`config.mk`:
```
export PLATFORM = sky130hd
export DESIGN_NAME = sqwb_top
export DESIGN_NICKNAME = d
export VERILOG_FILES = /design/src/rtl/sqwb_pkg.sv /design/src/rtl/sqwb_top.sv /design/src/rtl/sqwb_queue_mem.sv /design/src/rtl/sqwb_xlate.sv
export SDC_FILE = /design/constraint.sdc
export NUM_CORES = 1
export LEC_CHECK = 0
export ABC_CLOCK_PERIOD_IN_PS = 6640
export BUFFER_PORTS_ARGS = -buffer_cell sky130_fd_sc_hd__buf_2
export CORE_UTILIZATION = 57
export DETAILED_ROUTE_END_ITERATION = 8
export GPL_TIMING_DRIVEN = 0
export PLACE_DENSITY_LB_ADDON = 0.1
export SYNTH_ARGS = -nofsm -noshare
export SYNTH_HDL_FRONTEND = slang
export SYNTH_HIERARCHICAL = 1
export SYNTH_SLANG_ARGS = --single-unit
```
`constraint.sdc`:
```
create_clock -name clock -period 6.64 [get_ports clock]
set_input_delay 1.328 -clock clock [delete_from_list [all_inputs] [get_ports clock]]
set_output_delay 1.328 -clock clock [all_outputs]
set_load 0.01 [all_outputs]
```
`src/rtl/sqwb_pkg.sv`:
```
package sqwb_pkg;
    // Address decode
    localparam logic [5:0] SQ_REGION = 6'h38;
    localparam logic [25:0] RB_REGION = 26'h3FC0040;
    localparam int SQ_SEL_BIT = 5;
    // Register port offsets
    localparam logic [3:0] REG_QUEUE_ZERO_AREA_CONTROL = 4'h0;
    localparam logic [3:0] REG_QUEUE_ONE_AREA_CONTROL = 4'h4;
    localparam logic [3:0] REG_STATUS = 4'h8;
    // Area control field
    localparam int QACR_LO = 2;
    localparam int QACR_HI = 4;
    localparam logic [2:0] QACR_RST = 3'h0;
    // Operation kinds
    localparam logic [1:0] OP_STORE = 2'h0;
    localparam logic [1:0] OP_PREFETCH_OP = 2'h1;
    localparam logic [1:0] OP_LOAD = 2'h2;
    // Exception codes
    localparam logic [2:0] EXC_NONE = 3'h0;
    localparam logic [2:0] EXC_MISS = 3'h1;
    localparam logic [2:0] EXC_PROT = 3'h2;
    localparam logic [2:0] EXC_INIT = 3'h3;
    localparam logic [2:0] EXC_ADDR = 3'h4;
    // Page sizes
    localparam logic [1:0] SZ_1K = 2'h0;
    localparam logic [1:0] SZ_4K = 2'h1;
    localparam logic [1:0] SZ_64K = 2'h2;
    // Burst
    localparam logic [1:0] BEAT_LAST = 2'h3;
    localparam logic [2:0] PCC_AREA5 = 3'h5;
    localparam logic [2:0] PCC_AREA6 = 3'h6;
    localparam logic [2:0] SA_RST = 3'h0;
endpackage : sqwb_pkg

```
`src/rtl/sqwb_top.sv`:
```
`timescale 1ns/100ps
// What this block does
// Two independent 32-byte store queues, each configured on its own.
// Stores with address bits 31:26 equal 111000 go into a queue.
// Queue stores accept 32-bit and 64-bit sizes.
// Bit 5 picks queue, bits 4:2 the word, bits 1:0 zero.
// Prefetch to the queue region starts a burst of that queue.
// Each burst moves 32 bytes from a 32-byte aligned address.
// Other queue writes freely; writes to the busy queue wait.
// Translated entry supplies the page; its attribute bits are ignored.
// Translated address bits 28:10 by page size, 9:5 from virtual.
// Untranslated bits 25:6 pass; bit 5 selects queue and address.
// Prefetch bits 4:2 are ignored.
// Untranslated bits 28:26 come from the queue's area control.
// Card area bursts use the page table assistance attributes.
// Area control registers unreachable while queues are powered down.
// Exception on a transfer aborts it with no external write.
// Exception on a queue write keeps old contents.
// Writes checked as write, transfers as read, raising translation faults.
// Privileged-only setting gives user an address error even when translated.
// Untranslated: setting 0 allows all, 1 gives user address error.
// Privileged word loads read queue contents in a separate region.
// A 64-bit store fills an aligned even and odd word pair.
module sqwb_top (
    // Clock and reset
    input wire logic clock,
    input wire logic srst,
    // Core operation port
    input wire logic opReq,
    input wire logic [1:0] opKind,
    input wire logic [31:0] opAddr,
    input wire logic [63:0] opData,
    input wire logic opQuad,
    input wire logic opUser,
    output logic opAck_r,
    output logic [2:0] opExc_r,
    output logic [31:0] opRdata_r,
    // Translation mode and lookup result for opAddr
    input wire logic mmuOn,
    input wire logic privOnly,
    input wire logic tlbHit,
    input wire logic [28:10] tlbPpn,
    input wire logic [1:0] tlbSize,
    input wire logic tlbWrOk,
    input wire logic tlbRdOk,
    input wire logic tlbDirty,
    // Card area attributes and power-down
    input wire logic [2:0] pteaSa,
    input wire logic pteaTc,
    input wire logic sqStopped,
    // Register port
    input wire logic [3:0] regAddr,
    input wire logic [31:0] regWdata,
    input wire logic regWr,
    input wire logic regRd,
    output logic [31:0] regRdata_r,
    // External memory burst
    output logic memReq_r,
    output logic [28:0] memAddr_r,
    output logic [63:0] memData_r,
    output logic memLast_r,
    output logic [2:0] memSa_r,
    output logic memTc_r,
    input wire logic memAck
);
    typedef enum logic [1:0] {X_IDLE, X_FETCH, X_SEND} sqwb_xst_t;

    typedef struct packed {
        sqwb_xst_t st;
        logic q;
        logic [1:0] beat;
        logic [28:5] base;
        logic [2:0] queue_zero_area_control;
        logic [2:0] queue_one_area_control;
        logic [31:0] rdata;
        logic ack;
        logic [2:0] exc;
        logic req;
        logic last;
        logic [2:0] sa;
        logic tc;
    } sqwb_state_t;

    sqwb_state_t s_r;
    sqwb_state_t s_nxt;

    logic sel;
    logic busy;
    logic inSq;
    logic inRb;
    logic hold;
    logic accept;
    logic wrEn;
    logic [1:0] wrLane;
    logic [63:0] wrData;
    logic [2:0] rdIdx;
    logic [28:5] extAddr;
    logic [2:0] xExc;
    logic [2:0] opExc;
    logic [2:0] areaHi;

    function automatic logic isCardArea(input logic [2:0] hi);
        return hi == sqwb_pkg::PCC_AREA5 || hi == sqwb_pkg::PCC_AREA6;
    endfunction : isCardArea

    assign sel = opAddr[sqwb_pkg::SQ_SEL_BIT];
    assign busy = s_r.st != X_IDLE;
    // queue region decode
    assign inSq = opAddr[31:26] == sqwb_pkg::SQ_REGION;
    assign inRb = opAddr[31:6] == sqwb_pkg::RB_REGION;
    // area control of selected queue
    assign areaHi = sel ? s_r.queue_one_area_control : s_r.queue_zero_area_control;

    // stores are held only for the busy queue; any prefetch is held while busy
    always_comb begin
        hold = 1'b0;
        if (opReq && busy && opKind == sqwb_pkg::OP_STORE && sel == s_r.q) begin
            hold = 1'b1;
        end
        if (opReq && busy && opKind == sqwb_pkg::OP_PREFETCH_OP) begin
            hold = 1'b1;
        end
    end
    assign accept = opReq && !hold;

    sqwb_xlate u_xlate (
        .addr(opAddr),
        .isWrite(opKind == sqwb_pkg::OP_STORE),
        .isQuad(opQuad && opKind == sqwb_pkg::OP_STORE),
        .user(opUser),
        .mmuOn(mmuOn),
        .privOnly(privOnly),
        .areaHi(areaHi),
        .tlbHit(tlbHit),
        .tlbPpn(tlbPpn),
        .tlbSize(tlbSize),
        .tlbWrOk(tlbWrOk),
        .tlbRdOk(tlbRdOk),
        .tlbDirty(tlbDirty),
        .extAddr(extAddr),
        .exc(xExc)
    );

    always_comb begin
        if (opKind == sqwb_pkg::OP_LOAD) begin
            // privileged aligned words only
            opExc = (!inRb || opUser || opAddr[1:0] != 2'h0) ? sqwb_pkg::EXC_ADDR : sqwb_pkg::EXC_NONE;
        end else if (!inSq || opKind != sqwb_pkg::OP_STORE && opKind != sqwb_pkg::OP_PREFETCH_OP) begin
            opExc = sqwb_pkg::EXC_ADDR;
        end else begin
            opExc = xExc;
        end
    end

    // faulting stores never write
    assign wrEn = accept && opKind == sqwb_pkg::OP_STORE && opExc == sqwb_pkg::EXC_NONE;

    // both sizes
    // quad fills a word pair
    always_comb begin
        if (opQuad) begin
            wrLane = 2'h3;
            wrData = opData;
        end else begin
            wrLane = opAddr[2] ? 2'h2 : 2'h1;
            wrData = {opData[31:0], opData[31:0]};
        end
    end

    assign rdIdx = {s_r.q, s_r.beat};

    // two queues in one array
    sqwb_queue_mem u_mem (
        .clock(clock),
        .wrEn(wrEn),
        .wrIdx({sel, opAddr[4:3]}),
        .wrLane(wrLane),
        .wrData(wrData),
        .rdIdx(rdIdx),
        .rdData_r(memData_r),
        .ldIdx(opAddr[5:2]),
        .ldData_r(opRdata_r)
    );

    always_comb begin
        s_nxt = s_r;
        s_nxt.ack = accept;
        s_nxt.exc = accept ? opExc : sqwb_pkg::EXC_NONE;
        // prefetch starts a burst
        // faulting prefetch never starts
        // word bits dropped from start address
        if (accept && opKind == sqwb_pkg::OP_PREFETCH_OP && opExc == sqwb_pkg::EXC_NONE) begin
            s_nxt.st = X_FETCH;
            s_nxt.q = sel;
            s_nxt.beat = 2'h0;
            s_nxt.base = extAddr;
            // card area attributes
            s_nxt.sa = isCardArea(extAddr[28:26]) ? pteaSa : sqwb_pkg::SA_RST;
            s_nxt.tc = isCardArea(extAddr[28:26]) ? pteaTc : 1'b0;
        end
        case (s_r.st)
            X_IDLE: begin
                s_nxt.req = 1'b0;
            end
            X_FETCH: begin
                s_nxt.req = 1'b1;
                s_nxt.last = s_r.beat == sqwb_pkg::BEAT_LAST;
                s_nxt.st = X_SEND;
            end
            X_SEND: begin
                // four beats of eight bytes
                if (memAck) begin
                    s_nxt.req = 1'b0;
                    s_nxt.last = 1'b0;
                    if (s_r.beat == sqwb_pkg::BEAT_LAST) begin
                        s_nxt.st = X_IDLE;
                    end else begin
                        s_nxt.beat = s_r.beat + 2'h1;
                        s_nxt.st = X_FETCH;
                    end
                end
            end
            default: begin
                s_nxt.st = X_IDLE;
            end
        endcase
        // area control gated by power-down
        if (regWr && !sqStopped && regAddr == sqwb_pkg::REG_QUEUE_ZERO_AREA_CONTROL) begin
            s_nxt.queue_zero_area_control = regWdata[sqwb_pkg::QACR_HI:sqwb_pkg::QACR_LO];
        end
        if (regWr && !sqStopped && regAddr == sqwb_pkg::REG_QUEUE_ONE_AREA_CONTROL) begin
            s_nxt.queue_one_area_control = regWdata[sqwb_pkg::QACR_HI:sqwb_pkg::QACR_LO];
        end
        s_nxt.rdata = 32'h0;
        if (regRd) begin
            case (regAddr)
                sqwb_pkg::REG_QUEUE_ZERO_AREA_CONTROL: s_nxt.rdata[sqwb_pkg::QACR_HI:sqwb_pkg::QACR_LO] = sqStopped ? 3'h0 : s_r.queue_zero_area_control;
                sqwb_pkg::REG_QUEUE_ONE_AREA_CONTROL: s_nxt.rdata[sqwb_pkg::QACR_HI:sqwb_pkg::QACR_LO] = sqStopped ? 3'h0 : s_r.queue_one_area_control;
                sqwb_pkg::REG_STATUS: s_nxt.rdata[1:0] = {busy, s_r.q};
                default: s_nxt.rdata = 32'h0;
            endcase
        end
        if (srst) begin
            s_nxt = '0;
            s_nxt.st = X_IDLE;
            s_nxt.queue_zero_area_control = sqwb_pkg::QACR_RST;
            s_nxt.queue_one_area_control = sqwb_pkg::QACR_RST;
        end
    end

    always_ff @(posedge clock) begin
        s_r <= s_nxt;
    end

    assign opAck_r = s_r.ack;
    assign opExc_r = s_r.exc;
    assign regRdata_r = s_r.rdata;
    assign memReq_r = s_r.req;
    // low three bits forced zero
    // Beat offset sits in bits 4:3, so no adder between flop and pin
    assign memAddr_r = {s_r.base, s_r.beat, 3'h0};
    assign memLast_r = s_r.last;
    assign memSa_r = s_r.sa;
    assign memTc_r = s_r.tc;
endmodule : sqwb_top

```
`src/rtl/sqwb_queue_mem.sv`:
```
`timescale 1ns/100ps
module sqwb_queue_mem (
    // Clock
    input wire logic clock,
    // Write port, one 64-bit entry per word pair
    input wire logic wrEn,
    input wire logic [2:0] wrIdx,
    input wire logic [1:0] wrLane,
    input wire logic [63:0] wrData,
    // Burst read port
    input wire logic [2:0] rdIdx,
    output logic [63:0] rdData_r,
    // Word read port
    input wire logic [3:0] ldIdx,
    output logic [31:0] ldData_r
);
    typedef struct packed {
        logic [7:0][63:0] mem;
        logic [63:0] rd;
        logic [31:0] ld;
    } sqwb_mem_t;

    sqwb_mem_t s_r;
    sqwb_mem_t s_nxt;

    always_comb begin
        s_nxt = s_r;
        if (wrEn && wrLane[0]) begin
            s_nxt.mem[wrIdx][31:0] = wrData[31:0];
        end
        if (wrEn && wrLane[1]) begin
            s_nxt.mem[wrIdx][63:32] = wrData[63:32];
        end
        s_nxt.rd = s_r.mem[rdIdx];
        s_nxt.ld = ldIdx[0] ? s_r.mem[ldIdx[3:1]][63:32] : s_r.mem[ldIdx[3:1]][31:0];
    end

    always_ff @(posedge clock) begin
        s_r <= s_nxt;
    end

    assign rdData_r = s_r.rd;
    assign ldData_r = s_r.ld;
endmodule : sqwb_queue_mem

```
`src/rtl/sqwb_xlate.sv`:
```
`timescale 1ns/100ps
module sqwb_xlate (
    // Access
    input wire logic [31:0] addr,
    input wire logic isWrite,
    input wire logic isQuad,
    input wire logic user,
    // Mode
    input wire logic mmuOn,
    input wire logic privOnly,
    input wire logic [2:0] areaHi,
    // Translation result
    input wire logic tlbHit,
    input wire logic [28:10] tlbPpn,
    input wire logic [1:0] tlbSize,
    input wire logic tlbWrOk,
    input wire logic tlbRdOk,
    input wire logic tlbDirty,
    // Result
    output logic [28:5] extAddr,
    output logic [2:0] exc
);
    function automatic logic [28:10] pageMix(input logic [28:10] physical_page_number, input logic [1:0] sz,
                                             input logic [31:0] va);
        logic [28:10] m;
        m = physical_page_number;
        case (sz)
            sqwb_pkg::SZ_1K: m = physical_page_number;
            sqwb_pkg::SZ_4K: m[11:10] = va[11:10];
            sqwb_pkg::SZ_64K: m[15:10] = va[15:10];
            default: m[19:10] = va[19:10];
        endcase
        return m;
    endfunction : pageMix

    always_comb begin
        // page bits translated
        // only page number used
        if (mmuOn) begin
            extAddr = {pageMix(tlbPpn, tlbSize, addr), addr[9:5]};
        end else begin
            // direct bits, R12: high bits
            extAddr = {areaHi, addr[25:5]};
        end
        // alignment checked first
        if (addr[1:0] != 2'h0 || (isQuad && addr[2])) begin
            exc = sqwb_pkg::EXC_ADDR;
        // privilege beats translation
        // user blocked when restricted
        end else if (privOnly && user) begin
            exc = sqwb_pkg::EXC_ADDR;
        // write and read checks
        end else if (mmuOn && !tlbHit) begin
            exc = sqwb_pkg::EXC_MISS;
        end else if (mmuOn && !(isWrite ? tlbWrOk : tlbRdOk)) begin
            exc = sqwb_pkg::EXC_PROT;
        end else if (mmuOn && isWrite && !tlbDirty) begin
            exc = sqwb_pkg::EXC_INIT;
        end else begin
            exc = sqwb_pkg::EXC_NONE;
        end
    end
endmodule : sqwb_xlate

```
* Word-level counts from Yosys, hierarchy flattened
Cells that the tools add are included.
Storage, ports and cells: register bits 685, input port bits 174, output and inout bits 167, logic and storage cells 147
Operators by class: $add $sub $neg 1, $lt $le $gt $ge 3, equality and inequality tests 16, muxes and demuxes 47, bitwise operators 3, reductions and logical operators 52
Operators by type and width (count):
- $bwmux 512 | 2
- $mux 512 | 2
- $bmux 64 s3 | 2
- $demux 64 s3 | 2
- $mux 64 | 4
- $mux 32 | 2
- $mux 3 | 11
- $mux 29 | 1
- $eq 26x26->1 const B | 1
- $mux 24 | 1
- $logic_and 1x1->1 | 23
- $mux 2 | 9
- $eq 2x2->1 const B | 4
- $lt 3x4->1 const B | 2
- $mux 4 | 2
- $reduce_bool 2->1 | 4
- $logic_not 1->1 | 7
- $eq 2x1->1 const B | 3
- $eq 3x3->1 const B | 2
- $eq 6x6->1 const B | 1
- $logic_not 2->1 | 3
- $pmux 2 s3 | 1
- $pmux 3 s2 | 1
- $reduce_or 2->1 | 3
- other kinds (17) | 29

* Logic depth before layout (Yosys ltp)
depth in word-level cells 16, mapped depth 12, gate-level depth less buffers 10

* By module
The synthesis kept the hierarchy.
Modules (own cells, without submodules):
- sqwb_queue_mem | times used 1, cells each 1505, area each 27358.7 um^2
- sqwb_top | times used 1, cells each 348, area each 3129.3 um^2
- sqwb_xlate | times used 1, cells each 38, area each 357.8 um^2

* Least setup slack after synthesis
No wires, ideal clock.
kind input to register, from input opQuad, to register u_mem/s_r[100] (netlist bit), enable pin, data arrival time 5.135 ns, required time 6.179 ns, setup slack 1.044 ns, cell stages on the path 10, path buffers 2, cells stage by stage clkbuf_1 > clkbuf_1 > and2_1 > nand2_1 > nand3_1 > a21oi_1 > o211ai_1 > and4_1 > nand3b_1 > nor3_1
Between the ends: longest elaborated chain between the ends 12, elaborated cells between the ends (all ways) 14
RTL lines:
- start, declared | line sqwb_top.sv:33 | input wire logic opQuad,
- $logic_and 1x1->1 * | line sqwb_top.sv:129 | .isQuad(opQuad && opKind == sqwb_pkg::OP_STORE),
- $logic_and 1x1->1 * | line sqwb_xlate.sv:46 | if (addr[1:0] != 2'h0 || (isQuad && addr[2])) begin
- $logic_or 1x1->1 * | line sqwb_xlate.sv:46
- $mux 3 * | line sqwb_xlate.sv:46
- net xExc[0] | line sqwb_top.sv:98 | logic [2:0] xExc;
- $mux 3 * | line sqwb_top.sv:148 | end else if (!inSq || opKind != sqwb_pkg::OP_STORE && opKind != sqwb_pkg::OP_PREFETCH_OP) begin
- $mux 3 * | line sqwb_top.sv:145 | if (opKind == sqwb_pkg::OP_LOAD) begin
- $logic_not 3->1 * | line sqwb_top.sv:156 | assign wrEn = accept && opKind == sqwb_pkg::OP_STORE && opExc == sqwb_pkg::EXC_NONE;
- $logic_and 1x1->1 * | line sqwb_top.sv:156
- net wrEn | line sqwb_top.sv:93 | logic wrEn;
- $logic_and 1x1->1 | line sqwb_queue_mem.sv:28 | if (wrEn && wrLane[0]) begin
- $mux 512 | line sqwb_queue_mem.sv:28
- $bwmux 512 | line sqwb_queue_mem.sv:32 | s_nxt.mem[wrIdx][63:32] = wrData[63:32];
- $mux 512 * | line sqwb_queue_mem.sv:31 | if (wrEn && wrLane[1]) begin
- end signal, assigned | line sqwb_queue_mem.sv:39 | s_r <= s_nxt;
- end, declared | line sqwb_queue_mem.sv:23 | sqwb_mem_t s_r;
Mark *: on every way through the listed nets, which the timed path passes. The rest lies on a longest branch. A chain may end at the register's enable or synchronous reset.

* Final worst setup path
from input opQuad, to register u_mem/s_r[140] (netlist bit), enable pin
Same word-level chain as after synthesis.

==> flow_results.org <==
** Outcome
- The run finished with clean final reports.

** Worst setup path
- The signal on the critical path passes through clkbuf_1, clkbuf_1, and2_1, nand2_1, nand3_1, a21oi_1, o211ai_1, and4_1, nand3b_1, nor3_1, clkbuf_2, buf_16.
- Sort of element at the start of the critical path :: primary input
- Data on the critical path is required at its endpoint by approximately 7 ns.
- Critical path data arrival time :: roughly 5.8 ns
- In this design, the stage delay of the slowest critical-path cell is 0.79 ns.
- Endpoint type of the worst setup path :: flip-flop
- Most Frequent Cell on Critical Path :: sky130_fd_sc_hd__clkbuf_1
- For the worst flop-to-flop path, the logic depth is 8.
- Worst R2R Start :: s_r[75]
- Setup slack on the worst reg-to-reg path comes out at roughly 3.2 ns.
- Along the worst path, the maximum fanout reaches 24.
- Type of the worst setup path :: in2reg
- Endpoint of the most critical register-to-register path :: u_mem/s_r[140]
- Startpoint of the worst setup timing path :: opQuad
- Slowest stage cell, crit path :: sky130_fd_sc_hd__clkbuf_1

** Min path
- Startpoint of the lowest-slack hold path :: memLast_r
- The tightest min-delay check is of the reg2reg type.
- The path with the worst hold slack has its endpoint at memLast_r.
- The worst hold path passes through 2 cells.

** Drt
- Final routed wirelength across all metal layers :: 88300 µm
- The first TritonRoute pass finished after 5 iterations.
- In the routed layout, each cell is associated on average with a via count of ~6.3.
- In the routed design, unresolved DRC markers number 0.
- Dividing the detail-routed wire length by the instance count gives 29.0 µm.
- The detail route stage leaves a number of antenna-violating nets equal to 0.
- Total number of vias :: 19100
- Starting DRT DRC Count :: around 2100

** Clocking
- Maximum level of the CTS H-tree :: 3
- Clock transition at the register clock pins on the worst setup and hold paths after CTS :: approximately 0.060 ns
- At the later pin of the worst-skew pair, clock insertion delay measures 0.61 ns.
- Buffer depth of the longest clock path :: 3
- After clock tree synthesis, the setup repair step added 0 buffers.
- The tree is rooted in a sky130_fd_sc_hd__clkbuf_16.
- Hold repair after CTS inserted 0 buffers.
- CTS tree :: yes
- CTS sink cnt :: 658
- Total CTS buffers :: between 70 and 80
- Quantity of gates resized following cts :: 0

** Logic synthesis
- Synthesis inferred around 660 register bits.
- Library cell occupying the most area in the post-synthesis netlist :: sky130_fd_sc_hd__edfxtp_1
- Post-synthesis async set-or-reset flop share :: 0%
- Syn Area/Cell :: 16.3 µm²
- The most used flip-flop cell after synthesis is sky130_fd_sc_hd__edfxtp_1.
- Number of synthesized flops with an enable pin :: just over 500
- Sequential share of the synthesized area :: 59.3%
- Fraction of post-synthesis cell area in the top cell type by area :: approximately 50%
- Commonest cells in the netlist :: sky130_fd_sc_hd__edfxtp_1 (512), sky130_fd_sc_hd__and2_1 (259), sky130_fd_sc_hd__mux4_2 (256)
- The most common cell in the synthesized netlist is sky130_fd_sc_hd__edfxtp_1.
- The number of different library cells used by synthesis comes to 53.
- The mapped netlist covers 30800 µm².
- Synthesis handed over a netlist of 1891 instances.
- Top cells by area, synth :: sky130_fd_sc_hd__edfxtp_1 (50%), sky130_fd_sc_hd__mux4_2 (19%), sky130_fd_sc_hd__dfxtp_1 (9.5%)
- Warnings from Yosys :: 6

** Power and ir drop
- IR analysis of the VDD net gives a maximum drop of between 150 and 200 µV.
- In this run the power density over the cells is about 250 nW/µm².
- In this run the static leakage power is approximately 12 nW.

** STA
- The worst pin sits at a relative slew slack of around 16%.
- Actual transition at the worst max-transition pin :: around 1.3 ns
- Worst path setup slack after routing :: 1.12 ns
- Final Hold Vio Count :: 0
- The count of pins over their slew limit is 0.
- Min cycle time layout :: 5.52 ns
- Part of the cycle the worst path needs :: 83.2%
- Number of setup violations in the final report :: 0
- Aggregate negative setup slack :: 0 ns
- Highest Clock Rate :: 181 MHz
- Worst clock skew :: approximately 0.021 ns
- Setup repair after global routing missed its margin :: no

** GRT
- Number of antenna violations at the first check in global routing :: 6
- Vias in the first global route :: about 19000
- The first global-routing pass estimated roughly 130000 µm of wire.
- GRT Max-Usage Layer :: met2
- Entering global routing, the biggest net connects 33 pins.
- Overall routing resource usage :: between 30% and 40%
- Global Route met2 Usage :: ~54%
- Met1 GRT Util :: between 40% and 50%
- Global Route met3 Usage :: ~6.7%
- Global routing finished with a remaining overflow of 0.

** Floorplan
- Cell row count :: 84
- Core outline area :: 53000 µm²
- The die covers approximately 55000 µm².
- From bottom edge to top edge, the die measures 235 µm.
- Floorplan die width :: between 200 and 250 µm
- Top-Level Pins :: 341
- Initial standard-cell utilization of the core :: ~58%

** Placed design
- Final HPWL DP :: roughly 60000 µm
- OpenSTA, run right after detailed placement, puts the worst setup slack at roughly 0.7 ns.
- Port buffering added 279 buffers.
- The congestion estimate from routability-driven global placement came to about 0.93.

** Layout
- Layout cells sized above 1 :: about 43%
- Relative to the synthesized area, the layout overhead comes to 16.5%.
- For this run, the post-layout net count is between 2000 and 2500.
- Once layout is complete, the utilization of the core stands at around 68%.
- Layout fillers :: between 3000 and 4000

** Flow run
- Across the run, the number of max-cap violations was 0.
[per-stage QoR]
| step | hold slack (ns) | cells | total power, mW | instance area (µm²) |
|---|---|---|---|---|
| after floorplan | 0.443 | 1920 | 4.77 | 31000 |
| after global placement | 0.452 | 2887 | 4.98 | 33200 |
| after detailed placement | 0.458 | 2907 | 4.98 | 33600 |
| after CTS | 0.467 | 3039 | 8.89 | 35900 |
| after global routing | 0.494 | 3040 | 9.07 | 35900 |
| final | 0.468 | 3042 | 8.84 | 36000 |
[cell families (layout without fill, tap and decap cells)]
kind of cell    Yosys count  in the layout  synth area share (%)
other cells               1             33                0.0122
xor+xnor                  2              2                0.0568
mux                     383            383                  23.3
flops                   658            658                  59.3
simple gates            417            417                  8.05
buf+inv                 294            725                  6.25
compound gates          135            135                  2.96
fa+ha+maj                 1              1                0.0406
[state kept, by name, summed over array words and instances, names as in the netlist]
| register | flops |
|---|---|
| memAddr_r | 26 |
| memLast_r | 1 |
| memReq_r | 1 |
| memSa_r | 3 |
| memTc_r | 1 |
| opAck_r | 1 |
| opExc_r | 3 |
| rdIdx | 1 |
| regRdata_r | 5 |
| s_r | 8 |
| u_mem/ldData_r | 32 |
| u_mem/rdData_r | 64 |
| u_mem/s_r | 512 |
[layout make-up]
class,instances,area (µm²),share of cell area (%)
diodes,3,7.51,0.0209
clock buffers,109,2050,5.71
well taps,688,861,2.39
flip-flops and latches,658,18300,50.9
multi-input cells,968,10800,30.0
plain buffers,292,1930,5.37
inverters,2,7.51,0.0209
repair buffers,299,1760,4.88
clock inverters,23,253,0.703
[worst max path at each step]
stage / end / slack [ns] / cells after the start
6_report: u_mem/s_r[140] / 1.12 / 12
2_1_floorplan: u_mem/s_r[100] / 1.04 / 10
3_5_place_dp: u_mem/s_r[138] / 0.71 / 12
3_3_place_gp: u_mem/s_r[121] / -2.29 / 10
5_1_grt: u_mem/s_r[138] / 0.97 / 12
4_1_cts: u_mem/s_r[140] / 1.33 / 12
[layout by cell type, fill, tap and decap left out, types with 13 or more instances in the layout]
| master | synthesis | layout |
|---|---|---|
| sky130_fd_sc_hd__clkbuf_1 | 58 | 79 |
| sky130_fd_sc_hd__buf_4 | 182 | 182 |
| sky130_fd_sc_hd__dfxtp_1 | 146 | 146 |
| sky130_fd_sc_hd__nand2_1 | 39 | 39 |
| sky130_fd_sc_hd__nor2_1 | 29 | 23 |
| sky130_fd_sc_hd__mux4_2 | 256 | 256 |
| sky130_fd_sc_hd__mux2_2 | 116 | 116 |
| sky130_fd_sc_hd__a22oi_1 | 65 | 65 |
| sky130_fd_sc_hd__buf_2 | 16 | 295 |
| sky130_fd_sc_hd__a21oi_1 | 28 | 28 |
| sky130_fd_sc_hd__buf_1 | 20 | 20 |
| sky130_fd_sc_hd__o21ai_1 | 31 | 31 |
| sky130_fd_sc_hd__edfxtp_1 | 512 | 512 |
| sky130_fd_sc_hd__buf_12 | 0 | 13 |
| sky130_fd_sc_hd__buf_6 | 16 | 21 |
| sky130_fd_sc_hd__clkbuf_16 | 0 | 75 |
| sky130_fd_sc_hd__conb_1 | 1 | 30 |
| sky130_fd_sc_hd__nand3_1 | 30 | 30 |
| sky130_fd_sc_hd__and2_1 | 259 | 259 |
[worst max-delay path: cells and delay by family]
| family | cells | cell delay [ns] |
|---|---|---|
| AO/OA/AOI/OAI | 2 | 0.37 |
| buffers and inverters | 4 | 2.43 |
| AND/OR/NAND/NOR | 6 | 1.67 |
[routing by layer]
metal,up-vias,share of wire (%)
met5,-,0.027
li1,7993,-
met4,4,5.3
met1,9737,36
met2,1180,50
met3,186,9.5
[power breakdown]
| part | leakage, nW | internal (mW) | switching (mW) |
|---|---|---|---|
| clock network | 1.12 | 2.34 | 1.60 |
| logic | 5.52 | 0.188 | 0.281 |
| registers | 5.26 | 4.42 | 0.00747 |
Power figures use the tool's default switching activity.
